### src/hw_reset_pkg.sv
// Constants and types shared by the display hardware reset sequencer.
package hw_reset_pkg;
    localparam int CLK_MHZ = 125;
    // Qualifying time for both edges of the reset pin; it lies between the spike and the sure-reset bounds.
    localparam int SPIKE_TIME_NS = 5000;
    localparam int SURE_RESET_TIME_NS = 9000;
    localparam int QUAL_TIME_NS = 7000;
    localparam int QUAL_CYCLES = (QUAL_TIME_NS * CLK_MHZ) / 1000;
    localparam int QCNT_W = 10;
    // Blanking runs for less than its 120 ms ceiling.
    localparam int BLANK_MAX_MS = 120;
    localparam int BLANK_TIME_MS = 100;
    localparam int BLANK_CYCLES = BLANK_TIME_MS * CLK_MHZ * 1000;
    localparam int RELEASE_SLEEP_MS = 5;
    localparam int RELEASE_AWAKE_MS = 120;
    localparam int LOAD_LIMIT_CYCLES = 4000;
    localparam int TCNT_W = 24;
    localparam int SETTINGS_WORDS = 8;
    localparam int IDX_W = 3;
    localparam int ID0_INDEX = 0;
    localparam int ID1_INDEX = 1;
    localparam int ID2_INDEX = 2;
    localparam int TRIM_INDEX = 3;
    localparam logic [7:0] SETTING_RESET = 8'h00;
    localparam logic [IDX_W-1:0] LAST_INDEX = 3'h7;
    typedef enum logic [1:0] {
        ST_READY = 2'b00,
        ST_BLANK = 2'b01,
        ST_HOLD = 2'b10,
        ST_LOAD = 2'b11
    } seq_state_e;
endpackage : hw_reset_pkg

### src/display_hw_reset_sequencer.sv
// Hardware reset sequencer: pin filter, blanking, settings load and command gating.
// Summary of operation
// - Low pulses under 5 us are rejected; pulses over 9 us always reset.
// - Short high glitches during a held reset neither end nor restart it.
// - On release, identification bytes, voltage trim and settings load from the store.
// - Settings load starts on every release, within 5 ms of the rising edge, except a release during blanking, where it starts when blanking ends.
// - Reset applied in sleep completes and becomes ready within 5 ms.
// - Reset applied while awake completes within 120 ms.
// - Reset starting from ready while awake runs a blanking sequence of at most 120 ms.
// - Reset in sleep keeps the display blank, with no blanking sequence.
// - During reset every setting word returns to its hardware default, then the settings reload from the store on release.
`timescale 1ns/1ps
module display_hw_reset_sequencer #(
    parameter logic [hw_reset_pkg::TCNT_W-1:0] BLANK_CYCLES = hw_reset_pkg::TCNT_W'(hw_reset_pkg::BLANK_CYCLES)
) (
    input wire logic mclk,
    input wire logic rst_n,
    input wire logic hwResetN,
    input wire logic displayAwake,
    output logic blankDisplay,
    output logic coreResetN,
    output logic cmdReady,
    output logic storeReq,
    output logic [hw_reset_pkg::IDX_W-1:0] storeAddr,
    input wire logic storeValid,
    input wire logic [7:0] storeData,
    output logic [7:0] idByte0,
    output logic [7:0] idByte1,
    output logic [7:0] idByte2,
    output logic [7:0] commonVoltageTrim,
    input wire logic linkCmdValid,
    output logic linkCmdAccept
);
    localparam logic [hw_reset_pkg::QCNT_W-1:0] QUAL_LAST = hw_reset_pkg::QCNT_W'(hw_reset_pkg::QUAL_CYCLES - 1);
    localparam logic [hw_reset_pkg::TCNT_W-1:0] LOAD_LAST =
        hw_reset_pkg::TCNT_W'(hw_reset_pkg::LOAD_LIMIT_CYCLES - 1);

    logic pinS1_q;
    logic pinS2_q;
    logic pinS3_q;
    logic filtLow_q;
    logic [hw_reset_pkg::QCNT_W-1:0] flipCnt_q;
    logic pinAgreeLow;
    logic pinAgreeHigh;
    logic pinDiffers;
    hw_reset_pkg::seq_state_e state_q;
    logic [hw_reset_pkg::TCNT_W-1:0] timeCnt_q;
    logic [hw_reset_pkg::IDX_W-1:0] loadIdx_q;
    logic [7:0] settings_q [hw_reset_pkg::SETTINGS_WORDS];
    logic blank_q;

    // Three-stage synchroniser; only the last two stages are compared.
    always_ff @(posedge mclk or negedge rst_n) begin
        if (!rst_n) begin
            pinS1_q <= 1'b1;
            pinS2_q <= 1'b1;
            pinS3_q <= 1'b1;
        end else begin
            pinS1_q <= hwResetN;
            pinS2_q <= pinS1_q;
            pinS3_q <= pinS2_q;
        end
    end

    assign pinAgreeLow = !pinS2_q && !pinS3_q;
    assign pinAgreeHigh = pinS2_q && pinS3_q;
    assign pinDiffers = filtLow_q ? pinAgreeHigh : pinAgreeLow;

    // One symmetric filter serves both edges, so a short high glitch inside a held reset is dropped too.
    // Cycles where the two stages disagree hold the count rather than clearing it.
    always_ff @(posedge mclk or negedge rst_n) begin
        if (!rst_n) begin
            filtLow_q <= 1'b0;
            flipCnt_q <= '0;
        end else if (pinDiffers) begin
            if (flipCnt_q == QUAL_LAST) begin
                filtLow_q <= !filtLow_q;
                flipCnt_q <= '0;
            end else begin
                flipCnt_q <= flipCnt_q + 1'b1;
            end
        end else if (filtLow_q ? pinAgreeLow : pinAgreeHigh) begin
            flipCnt_q <= '0;
        end
    end

    // Sequence state; a new qualified reset during the load starts over.
    always_ff @(posedge mclk or negedge rst_n) begin
        if (!rst_n) begin
            state_q <= hw_reset_pkg::ST_READY;
        end else begin
            case (state_q)
                hw_reset_pkg::ST_READY: begin
                    if (filtLow_q) begin
                        state_q <= displayAwake ? hw_reset_pkg::ST_BLANK : hw_reset_pkg::ST_HOLD;
                    end
                end
                hw_reset_pkg::ST_BLANK: begin
                    if (timeCnt_q == BLANK_CYCLES - 1'b1) begin
                        state_q <= filtLow_q ? hw_reset_pkg::ST_HOLD : hw_reset_pkg::ST_LOAD;
                    end
                end
                hw_reset_pkg::ST_HOLD: begin
                    if (!filtLow_q) begin
                        state_q <= hw_reset_pkg::ST_LOAD;
                    end
                end
                // The watchdog ends a load that a silent store would otherwise never finish.
                hw_reset_pkg::ST_LOAD: begin
                    if (filtLow_q) begin
                        state_q <= hw_reset_pkg::ST_HOLD;
                    end else if ((storeValid && loadIdx_q == hw_reset_pkg::LAST_INDEX) || timeCnt_q == LOAD_LAST) begin
                        state_q <= hw_reset_pkg::ST_READY;
                    end
                end
                default: state_q <= hw_reset_pkg::ST_READY;
            endcase
        end
    end

    // Shared timer: blanking length, then the load watchdog that bounds the time to ready.
    always_ff @(posedge mclk or negedge rst_n) begin
        if (!rst_n) begin
            timeCnt_q <= '0;
        end else if (state_q == hw_reset_pkg::ST_BLANK && timeCnt_q == BLANK_CYCLES - 1'b1) begin
            // Restart at the end of blanking so a release during blanking still gets the whole load watchdog.
            timeCnt_q <= '0;
        end else if (state_q == hw_reset_pkg::ST_BLANK || state_q == hw_reset_pkg::ST_LOAD) begin
            timeCnt_q <= timeCnt_q + 1'b1;
        end else begin
            timeCnt_q <= '0;
        end
    end

    // Settings return to defaults while in reset, then fill from the store word by word.
    // A silent store leaves the remaining words at default when the watchdog ends the load.
    always_ff @(posedge mclk or negedge rst_n) begin
        if (!rst_n) begin
            loadIdx_q <= '0;
            for (int i = 0; i < hw_reset_pkg::SETTINGS_WORDS; i++) begin
                settings_q[i] <= hw_reset_pkg::SETTING_RESET;
            end
        end else if (state_q == hw_reset_pkg::ST_BLANK || state_q == hw_reset_pkg::ST_HOLD) begin
            loadIdx_q <= '0;
            for (int i = 0; i < hw_reset_pkg::SETTINGS_WORDS; i++) begin
                settings_q[i] <= hw_reset_pkg::SETTING_RESET;
            end
        end else if (state_q == hw_reset_pkg::ST_LOAD && storeValid && !filtLow_q) begin
            settings_q[loadIdx_q] <= storeData;
            loadIdx_q <= loadIdx_q + 1'b1;
        end
    end

    // The display stays blank from reset start until the sequence is ready.
    always_ff @(posedge mclk or negedge rst_n) begin
        if (!rst_n) begin
            blank_q <= 1'b1;
        end else begin
            blank_q <= (state_q != hw_reset_pkg::ST_READY) || filtLow_q;
        end
    end

    assign blankDisplay = blank_q;
    assign coreResetN = !blank_q;
    // Ready leads the unblank by one cycle, since the blank flag is registered from the state.
    assign cmdReady = (state_q == hw_reset_pkg::ST_READY) && !filtLow_q;
    assign linkCmdAccept = linkCmdValid && cmdReady;
    assign storeReq = (state_q == hw_reset_pkg::ST_LOAD) && !filtLow_q;
    assign storeAddr = loadIdx_q;
    assign idByte0 = settings_q[hw_reset_pkg::ID0_INDEX];
    assign idByte1 = settings_q[hw_reset_pkg::ID1_INDEX];
    assign idByte2 = settings_q[hw_reset_pkg::ID2_INDEX];
    assign commonVoltageTrim = settings_q[hw_reset_pkg::TRIM_INDEX];
endmodule : display_hw_reset_sequencer

### config.mk
export PLATFORM = sky130hd
export DESIGN_NAME = display_hw_reset_sequencer
export DESIGN_NICKNAME = d
export VERILOG_FILES = /design/src/hw_reset_pkg.sv /design/src/display_hw_reset_sequencer.sv
export SDC_FILE = /design/constraint.sdc
export NUM_CORES = 1
export LEC_CHECK = 0
export BUFFER_PORTS_ARGS = -buffer_cell sky130_fd_sc_hd__buf_2
export CORE_UTILIZATION = 45
export DETAILED_ROUTE_END_ITERATION = 7
export PLACE_DENSITY = 0.72
export SYNTH_ARGS = -nofsm -noshare
export SYNTH_HDL_FRONTEND = slang
export SYNTH_SLANG_ARGS = --single-unit
export TNS_END_PERCENT = 50
### constraint.sdc
create_clock -name mclk -period 2.2 [get_ports mclk]
set_clock_uncertainty 0.2 [all_clocks]
set_input_delay 0.33 -clock mclk [delete_from_list [all_inputs] [get_ports mclk]]
set_output_delay 0.33 -clock mclk [all_outputs]
set_load 0.02 [all_outputs]
==> results.cfg, run 1 <==
[timing]
hold_viol_final = 0
fin_crit_ps = 2127
rsz0062_at_grt = true
max_freq_mhz = 470.1
period_share_pct = 96.69
fin_ws_ps = 72.76
drv_slew = 0
tightestPinTransition_ps = 476.4
relSlewSlack_pct = 68.24
holdWs_ps = 86.76
setup-violations-final = 0

[drt]
wire_per_inst_um = 14.88
drt_iter0_drc = 150
via_count = 2822
drtPass1Iterations = 4
via_per_inst = 5.255
ant_nets = 0
drt-total-wl_um = 7989
drcViolationCount = 0

[floorplanning]
die_y_um = 93.07
start_util_pct = 47.32
core_um2 = 7888
die_w_um = 93.07
std_cell_rows = 32
ios = 54
die_area_um2 = 8662

[critical_path]
endpoint_kind = register
r2r_cells = 5
reg2reg_from = timeCnt_q[6]
cp_data_required_time_ps = 2220
crit_arrival_ps = 2150
cp_max_fo = 3
critPathLaunchType = register
regToRegSetupSlack_ps = 70
cpPeakStageDelay_ps = 410
r2r-end = state_q[1]
worstSetupPathType = reg -> reg
critPathSlowestCell = dfrtp_1
path_cells = or3_4 > nor4_4 > nand4_1 > a32o_2 > mux2_4

[finish]
nets = 454
layout_commonest_cell = dfrtp_1
num_antenna_cells = 0
final_util_pct = 56.63
multiInputGateArea_um2 = 1732
syn_to_final_growth_pct = 19.68
drive_gt1_share_pct = 25.52
stdcell_area_um2 = 4467
fill_cells = 670
layout_common_cells = dfrtp_1, nor2_1, buf_2
seq_area_um2 = 1907

[job]
drv_cap = 0

[pwr]
clkPwrFrac_pct = 27.2
p_int_mw = 2.534
power.density_nw_per_um2 = 891.0
switching_share_pct = 36.34
fin_total_pwr_mw = 3.980
switching_power_mw = 1.446
leakage_nw = 2.346
power_frac_comb_pct = 32.2
seqPwrFrac_pct = 40.6
vdd_drop_max_v = 0.0005082

[synthesis]
synth-seq-cells = 76
synth_edf_count = 0
synth_nets = 380
async_reset_ff_share_pct = 100.0
ys.flop_type = dfrtp_1
synth_area_per_cell_um2 = 10.48
synth_cell_types = 44
synth_area_um2 = 3732
synthCells = 356
ys_warn_count = 0
seq_area_frac_synth_pct = 51.09

[cts]
insertion_delay_ps = 340
cts_made_buffers = 9
ctsLongestPathBuffers = 2
clk_pin_slew_ps = 80
cts.sinks = 76
htreeDepth = 3
clockRootBuffer = clkbuf_8
cts_tree = yes

[hold_path]
hold_end = idByte2[2]
holdPathStages = 3
hold_start = storeData[2]
hold_class = in -> reg

[global_routing]
grt_pass1_vias = 2801
grt_usage_pct = 19.86
grt_max_degree = 42
grt_antenna_before_repair = 0
grt-ovfl-total = 0
grt_first_pass_wirelength_um = 13480

[placement]
dp_hpwl_um = 5515
place.gp.congestion = 0.8020
place_area_um2 = 4213
pre_cts_ws_ps = 46.03
io_buffers = 53

[outcome]
status = complete, no violations
[state kept, by name (all words and copies together), names as in the netlist, 2 cells and up]
signal	flops
idByte0	8
state_q	2
idByte2	8
idByte1	8
timeCnt_q	24
commonVoltageTrim	8
storeAddr	3
flipCnt_q	10
[critical path, delay by kind of cell, from the launching register on]
kind	cells	cell delay (ps)
flops	1	410
mux	1	300
compound gates	1	290
simple gates	3	810
[metrics by stage]
step                setup TNS, ps  std cells
global placement                0        516
CTS                             0        534
global route               -12.89        537
floorplan                       0        356
finish                          0        537
detailed placement              0        516
[worst max path at each step]
| stage | startpoint | slack [ps] | cells after the start | to |
|---|---|---|---|---|
| after floorplan | timeCnt_q[19] | 140 | 5 | state_q[1] |
| after global placement | state_q[0] | 100 | 7 | state_q[1] |
| after detailed placement | state_q[0] | 50 | 7 | state_q[1] |
| after CTS | state_q[0] | 20 | 7 | state_q[1] |
| after global routing | timeCnt_q[5] | -10 | 5 | state_q[1] |
| final | timeCnt_q[6] | 70 | 5 | state_q[1] |
[what timing repair did]
item                                   4_1_cts  5_1_grt
buffers inserted                             0        3
endpoints found under the hold margin       35        0
resized for setup                            0        4
hold buffers                                 2        0
setup endpoints to repair                    0        2
[cell families (layout without fill, tap and decap cells)]
kind of cell | Yosys count | count (layout) | synth area share [%]
fa+ha+maj | 10 | 10 | 3.352
mux | 36 | 36 | 9.789
xor+xnor | 25 | 25 | 5.867
flops | 76 | 76 | 51.09
simple gates | 154 | 154 | 22.13
buf+inv | 24 | 103 | 2.782
compound gates | 31 | 31 | 4.995
[cells in the mapped netlist, types with 3 or more instances]
library cell | count | share of area (%)
nand4_1 | 4 | 0.67
xnor2_1 | 8 | 1.9
mux2i_1 | 35 | 9.4
xor2_1 | 17 | 4.0
ha_1 | 10 | 3.4
nand2_1 | 15 | 1.5
a21oi_1 | 11 | 1.5
nor4_2 | 3 | 1.0
nor3b_1 | 4 | 0.80
buf_2 | 5 | 0.67
nor2_1 | 68 | 6.8
o21ai_1 | 7 | 0.94
clkbuf_1 | 7 | 0.70
nor3_1 | 5 | 0.67
nand3_1 | 20 | 2.7
dfstp_2 | 4 | 2.8
a22o_1 | 3 | 0.70
o21ai_0 | 4 | 0.54
or3_1 | 5 | 0.84
dfrtp_1 | 72 | 48
inv_1 | 11 | 1.1
and3_1 | 8 | 1.3
[routing by layer]
metal	vias to the layer above	track usage, %	part of all wire (%)
met5	-	0	0
met2	75	31.07	47
met4	0	5.769	0.74
met1	1374	27.17	47
li1	1368	-	-
met3	5	5.285	5.4
[cell type report]
cell class | count | area share (%)
inverters | 11 | 0.9244
well taps | 102 | 2.857
clock inverters | 5 | 1.345
multi-input cells | 256 | 38.77
repair buffers | 76 | 10.25
flip-flops and latches | 76 | 42.69
clock buffers | 11 | 3.165
[power groups by stage]
stage	clock, mW	combinational [mW]	sequential, mW
final	1.08	1.28	1.62
after global routing	1.16	1.41	1.63
after CTS	1.11	1.28	1.62
after detailed placement	0	1.27	1.64
after global placement	0	1.23	1.63
after floorplan	0	0.756	1.72
Note: power is estimated with default switching activity, not from simulation.
==> inputs of run 2 (changes only) <==
--- a/config.mk
+++ b/config.mk
@@ -5,10 +5,10 @@
 export SDC_FILE = /design/constraint.sdc
 export NUM_CORES = 1
 export LEC_CHECK = 0
-export BUFFER_PORTS_ARGS = -buffer_cell sky130_fd_sc_hd__buf_2
 export CORE_UTILIZATION = 45
 export DETAILED_ROUTE_END_ITERATION = 7
-export PLACE_DENSITY = 0.72
+export DONT_BUFFER_PORTS = 1
+export PLACE_DENSITY = 0.66
 export SYNTH_ARGS = -nofsm -noshare
 export SYNTH_HDL_FRONTEND = slang
 export SYNTH_SLANG_ARGS = --single-unit
==> results.cfg, run 2 (synthesized netlist as in run 1, its figures left out) <==
[timing]
drv_slew = 0
relSlewSlack_pct = 68.46
max_freq_mhz = 467.3
hold_viol_final = 76
fin_ws_ps = 60.06
rsz0062_at_grt = true
holdWs_ps = -529.4
setup-violations-final = 0
tightestPinTransition_ps = 472.2
period_share_pct = 97.27
tns_ps = 0
fin_crit_ps = 2140

[pwr]
switching_power_mw = 1.384
seqPwrFrac_pct = 42.6
vdd_drop_max_v = 0.0005050
power_frac_comb_pct = 27.1
p_int_mw = 2.609
fin_total_pwr_mw = 3.994
switching_share_pct = 34.67
leakage_nw = 2.157
clkPwrFrac_pct = 30.3
power.density_nw_per_um2 = 922.0

[critical_path]
cp_max_fo = 3
critical_path.top_delay_family = simple AND/OR/NAND/NOR gates
critPathSlowestCell = dfrtp_1
critPathLaunchType = register
crit_arrival_ps = 2170
cp_data_required_time_ps = 2230
cpPeakStageDelay_ps = 420
endpoint_kind = register
crit_buf_inv = 0
worstSetupPathType = reg -> reg
path_cells = or3_4 > nor4_4 > nand4_1 > a32o_2 > mux2_4

[global_routing]
grt_usage_pct = 19.20
grt_antenna_before_repair = 0
grt_pass1_vias = 2723
grt_max_degree = 77
grt-ovfl-total = 0
grt_first_pass_wirelength_um = 12910

[placement]
place_inst = 464
pre_cts_ws_ps = 58.83
io_buffers = 0
dp_hpwl_um = 5160
place_area_um2 = 3940
place.gp.congestion = 0.7811

[finish]
fill_cells = 667
fin_cells = 496
final_util_pct = 54.92
num_antenna_cells = 0
drive_gt1_share_pct = 15.74
layout_commonest_cell = dfrtp_1
regMostFlops = timeCnt_q
multiInputGateArea_um2 = 1737
stdcell_area_um2 = 4332
seq_area_um2 = 1907
nets = 413
layout_common_cells = dfrtp_1, nor2_1, mux2i_1
largest_reg_flops = 24
largestRegisters = timeCnt_q (24), flipCnt_q (10)
syn_to_final_growth_pct = 16.06

[floorplanning]
die_area_um2 = 8662
die_w_um = 93.07
core_um2 = 7888
die_y_um = 93.07
start_util_pct = 47.32
std_cell_rows = 32
ios = 54

[outcome]
status = finished with violations
violations = negative hold slack

[cts]
htreeDepth = 3
ctsHoldBuffers = 10
cts_made_buffers = 9
cts.sinks = 76
clockRootBuffer = clkbuf_8
clk_pin_slew_ps = 80
cts_tree = yes
ctsLongestPathBuffers = 2
insertion_delay_ps = 340

[drt]
drt-total-wl_um = 7593
drcViolationCount = 0
ant_nets = 0
drtPass1Iterations = 4
via_per_inst = 5.308
drt_iter0_drc = 123
wire_per_inst_um = 15.31
via_count = 2633

[hold_path]
hold_class = in -> async

[job]
drv_cap = 0
## run 2: what timing repair did
| item | 4_1_cts | 5_1_grt |
|---|---|---|
| pin swaps | 0 | 4 |
| gates resized for setup | 2 | 2 |
| setup buffers | 0 | 6 |
| hold endpoints to repair | 110 | 76 |
| endpoints found under the setup margin | 1 | 3 |
## run 2: cell type report
type                       instances  area share, %
timing repair buffer              35          6.644
multi-input combinational        256          40.09
sequential                        76          44.02
tap                              102          2.946
clock buffer                      10          3.177
inverter                          11         0.9532
clock inverter                     6          2.166
## run 2: routing by layer
metal / global-route usage [%] / vias up / part of all wire [%]
li1: - / 1285 / -
met5: 0 / - / 0
met4: 6.923 / 0 / 1.2
met3: 6.179 / 8 / 5.8
met1: 23.79 / 1279 / 45
met2: 31.43 / 61 / 48
## run 2: path summary, 6_finish.rpt
path / from / endpoint / slack [ps] / cells past startpoint
max in group asynchronous: rst_n / pinS2_q / 2120 / 0
max: timeCnt_q[22] / state_q[1] / 60 / 5
min in group mclk: displayAwake / state_q[1] / 80 / 2
max reg2reg: timeCnt_q[22] / state_q[1] / 60 / 5
min: rst_n / flipCnt_q[5] / -530 / 0
min reg2reg: pinS1_q / pinS2_q / 170 / 0
## run 2: power groups by stage
stage / Combinational, mW / Clock, mW / Sequential [mW]
2_1_floorplan: 0.756 / 0 / 1.72
3_3_place_gp: 0.992 / 0 / 1.72
3_5_place_dp: 1.01 / 0 / 1.73
4_1_cts: 1.04 / 1.25 / 1.70
5_1_grt: 1.20 / 1.30 / 1.72
6_report: 1.08 / 1.21 / 1.70
==> inputs of run 3 (changes only) <==
--- a/config.mk
+++ b/config.mk
@@ -5,10 +5,11 @@
 export SDC_FILE = /design/constraint.sdc
 export NUM_CORES = 1
 export LEC_CHECK = 0
-export CORE_UTILIZATION = 45
+export ABC_AREA = 0
+export CORE_UTILIZATION = 57
 export DETAILED_ROUTE_END_ITERATION = 7
 export DONT_BUFFER_PORTS = 1
-export PLACE_DENSITY = 0.66
+export PLACE_DENSITY = 0.79
 export SYNTH_ARGS = -nofsm -noshare
 export SYNTH_HDL_FRONTEND = slang
 export SYNTH_SLANG_ARGS = --single-unit
==> results.cfg, run 3 (synthesized netlist as in run 1, its figures left out) <==
[timing]
hold_viol_final = 76
holdWs_ps = -543.3
max_freq_mhz = 471.3
drv_slew = 0
period_share_pct = 96.45
tns_ps = 0
setup-violations-final = 0
fin_crit_ps = 2122
relSlewSlack_pct = 67.01
tightestPinTransition_ps = 493.9

[cts]
ctsLongestPathBuffers = 2
clockRootBuffer = clkbuf_8
clk_pin_slew_ps = 80
cts.sinks = 76
ctsHoldBuffers = 9
cts_tree = yes
htreeDepth = 3
insertion_delay_ps = 360
cts_made_buffers = 9

[drt]
drtPass1Iterations = 5
drt-total-wl_um = 7719
drt_iter0_drc = 151
wire_per_inst_um = 16.64
via_per_inst = 5.765
via_count = 2675
drcViolationCount = 0
ant_nets = 0

[floorplanning]
die_w_um = 82.92
std_cell_rows = 29
start_util_pct = 58.78
core_um2 = 6350
die_y_um = 82.92
ios = 54
die_area_um2 = 6876

[finish]
layout_commonest_cell = dfrtp_1
num_antenna_cells = 0
largestRegisters = timeCnt_q (24), flipCnt_q (10)
syn_to_final_growth_pct = 12.81
nets = 406
largest_reg_flops = 24
drive_gt1_share_pct = 14.73
stdcell_area_um2 = 4210
layout_common_cells = dfrtp_1, nor2_1, mux2i_1
regMostFlops = timeCnt_q

[pwr]
clkPwrFrac_pct = 28.0
p_int_mw = 2.436
switching_share_pct = 36.72
seqPwrFrac_pct = 44.1
power_frac_comb_pct = 27.9
vdd_drop_max_v = 0.0007033
power.density_nw_per_um2 = 914.2
fin_total_pwr_mw = 3.849
leakage_nw = 2.090
switching_power_mw = 1.413

[critical_path]
critPathLaunchType = register
worstSetupPathType = reg -> reg
cp_max_fo = 4
endpoint_kind = register
crit_arrival_ps = 2160
cp_data_required_time_ps = 2240

[placement]
place.gp.congestion = 0.8110
io_buffers = 0
place_area_um2 = 3901
dp_hpwl_um = 5117

[global_routing]
grt_pass1_vias = 2790
grt_max_degree = 77
grt_antenna_before_repair = 0
grt_usage_pct = 24.45
grt-ovfl-total = 0
grt_first_pass_wirelength_um = 13280

[outcome]
violations = negative hold slack
status = finished with violations

[hold_path]
hold_class = in -> async

[job]
drv_cap = 0
-- run 3: metrics by stage --
step	instances	worst slack, ps	utilization (%)
6_report	464	78.13	66.31
4_1_cts	463	13.93	66.01
5_1_grt	464	-13.73	66.31
3_5_place_dp	438	26.09	61.44
2_1_floorplan	356	139.1	-
3_3_place_gp	438	95.91	61.44
-- run 3: layout make-up --
cell class | instances | area (um2)
Clock buffer | 10 | 127.6
Clock inverter | 6 | 72.57
Fill cell | 457 | 2140
Inverter | 11 | 41.29
Multi-Input combinational cell | 256 | 1733
Sequential cell | 76 | 1907
Tap cell | 77 | 96.34
Timing Repair Buffer | 28 | 232.7
-- run 3: path summary, 6_finish.rpt --
| path | startpoint | endpoint | slack [ps] | cells after the start |
|---|---|---|---|---|
| max in group asynchronous | rst_n | pinS3_q | 2140 | 0 |
| min reg2reg | pinS1_q | pinS2_q | 170 | 0 |
| min in group mclk | displayAwake | state_q[0] | 50 | 2 |
| min | rst_n | flipCnt_q[5] | -540 | 0 |
| max | timeCnt_q[18] | state_q[1] | 80 | 5 |
| max reg2reg | timeCnt_q[18] | state_q[1] | 80 | 5 |
-- run 3: worst max-delay path, stage by stage (launching register included) --
cell and delay, ps:
dfrtp_1 420, or4_4 540, nor4_2 140, nand4_1 110, a32o_2 300, mux2_4 290
-- run 3: per-layer routing --
metal | global-route usage [%] | share of wire (%)
met1 | 31.27 | 44
met2 | 38.38 | 47
met3 | 8.151 | 6.9
met4 | 10.03 | 1.8
met5 | 0 | 0
-- run 3: power groups by stage --
| stage | Clock, mW | Combinational (mW) | Sequential, mW |
|---|---|---|---|
| 4_1_cts | 1.10 | 1.04 | 1.70 |
| 5_1_grt | 1.15 | 1.18 | 1.71 |
| 3_3_place_gp | 0 | 0.981 | 1.72 |
| 2_1_floorplan | 0 | 0.756 | 1.72 |
| 6_report | 1.08 | 1.07 | 1.70 |
| 3_5_place_dp | 0 | 1.02 | 1.72 |
-- run 3: timing repair --
action | in CTS | in global routing
setup buffers | 0 | 1
hold endpoints to repair | 109 | 76
resized for setup | 0 | 5
setup endpoints to repair | 0 | 4
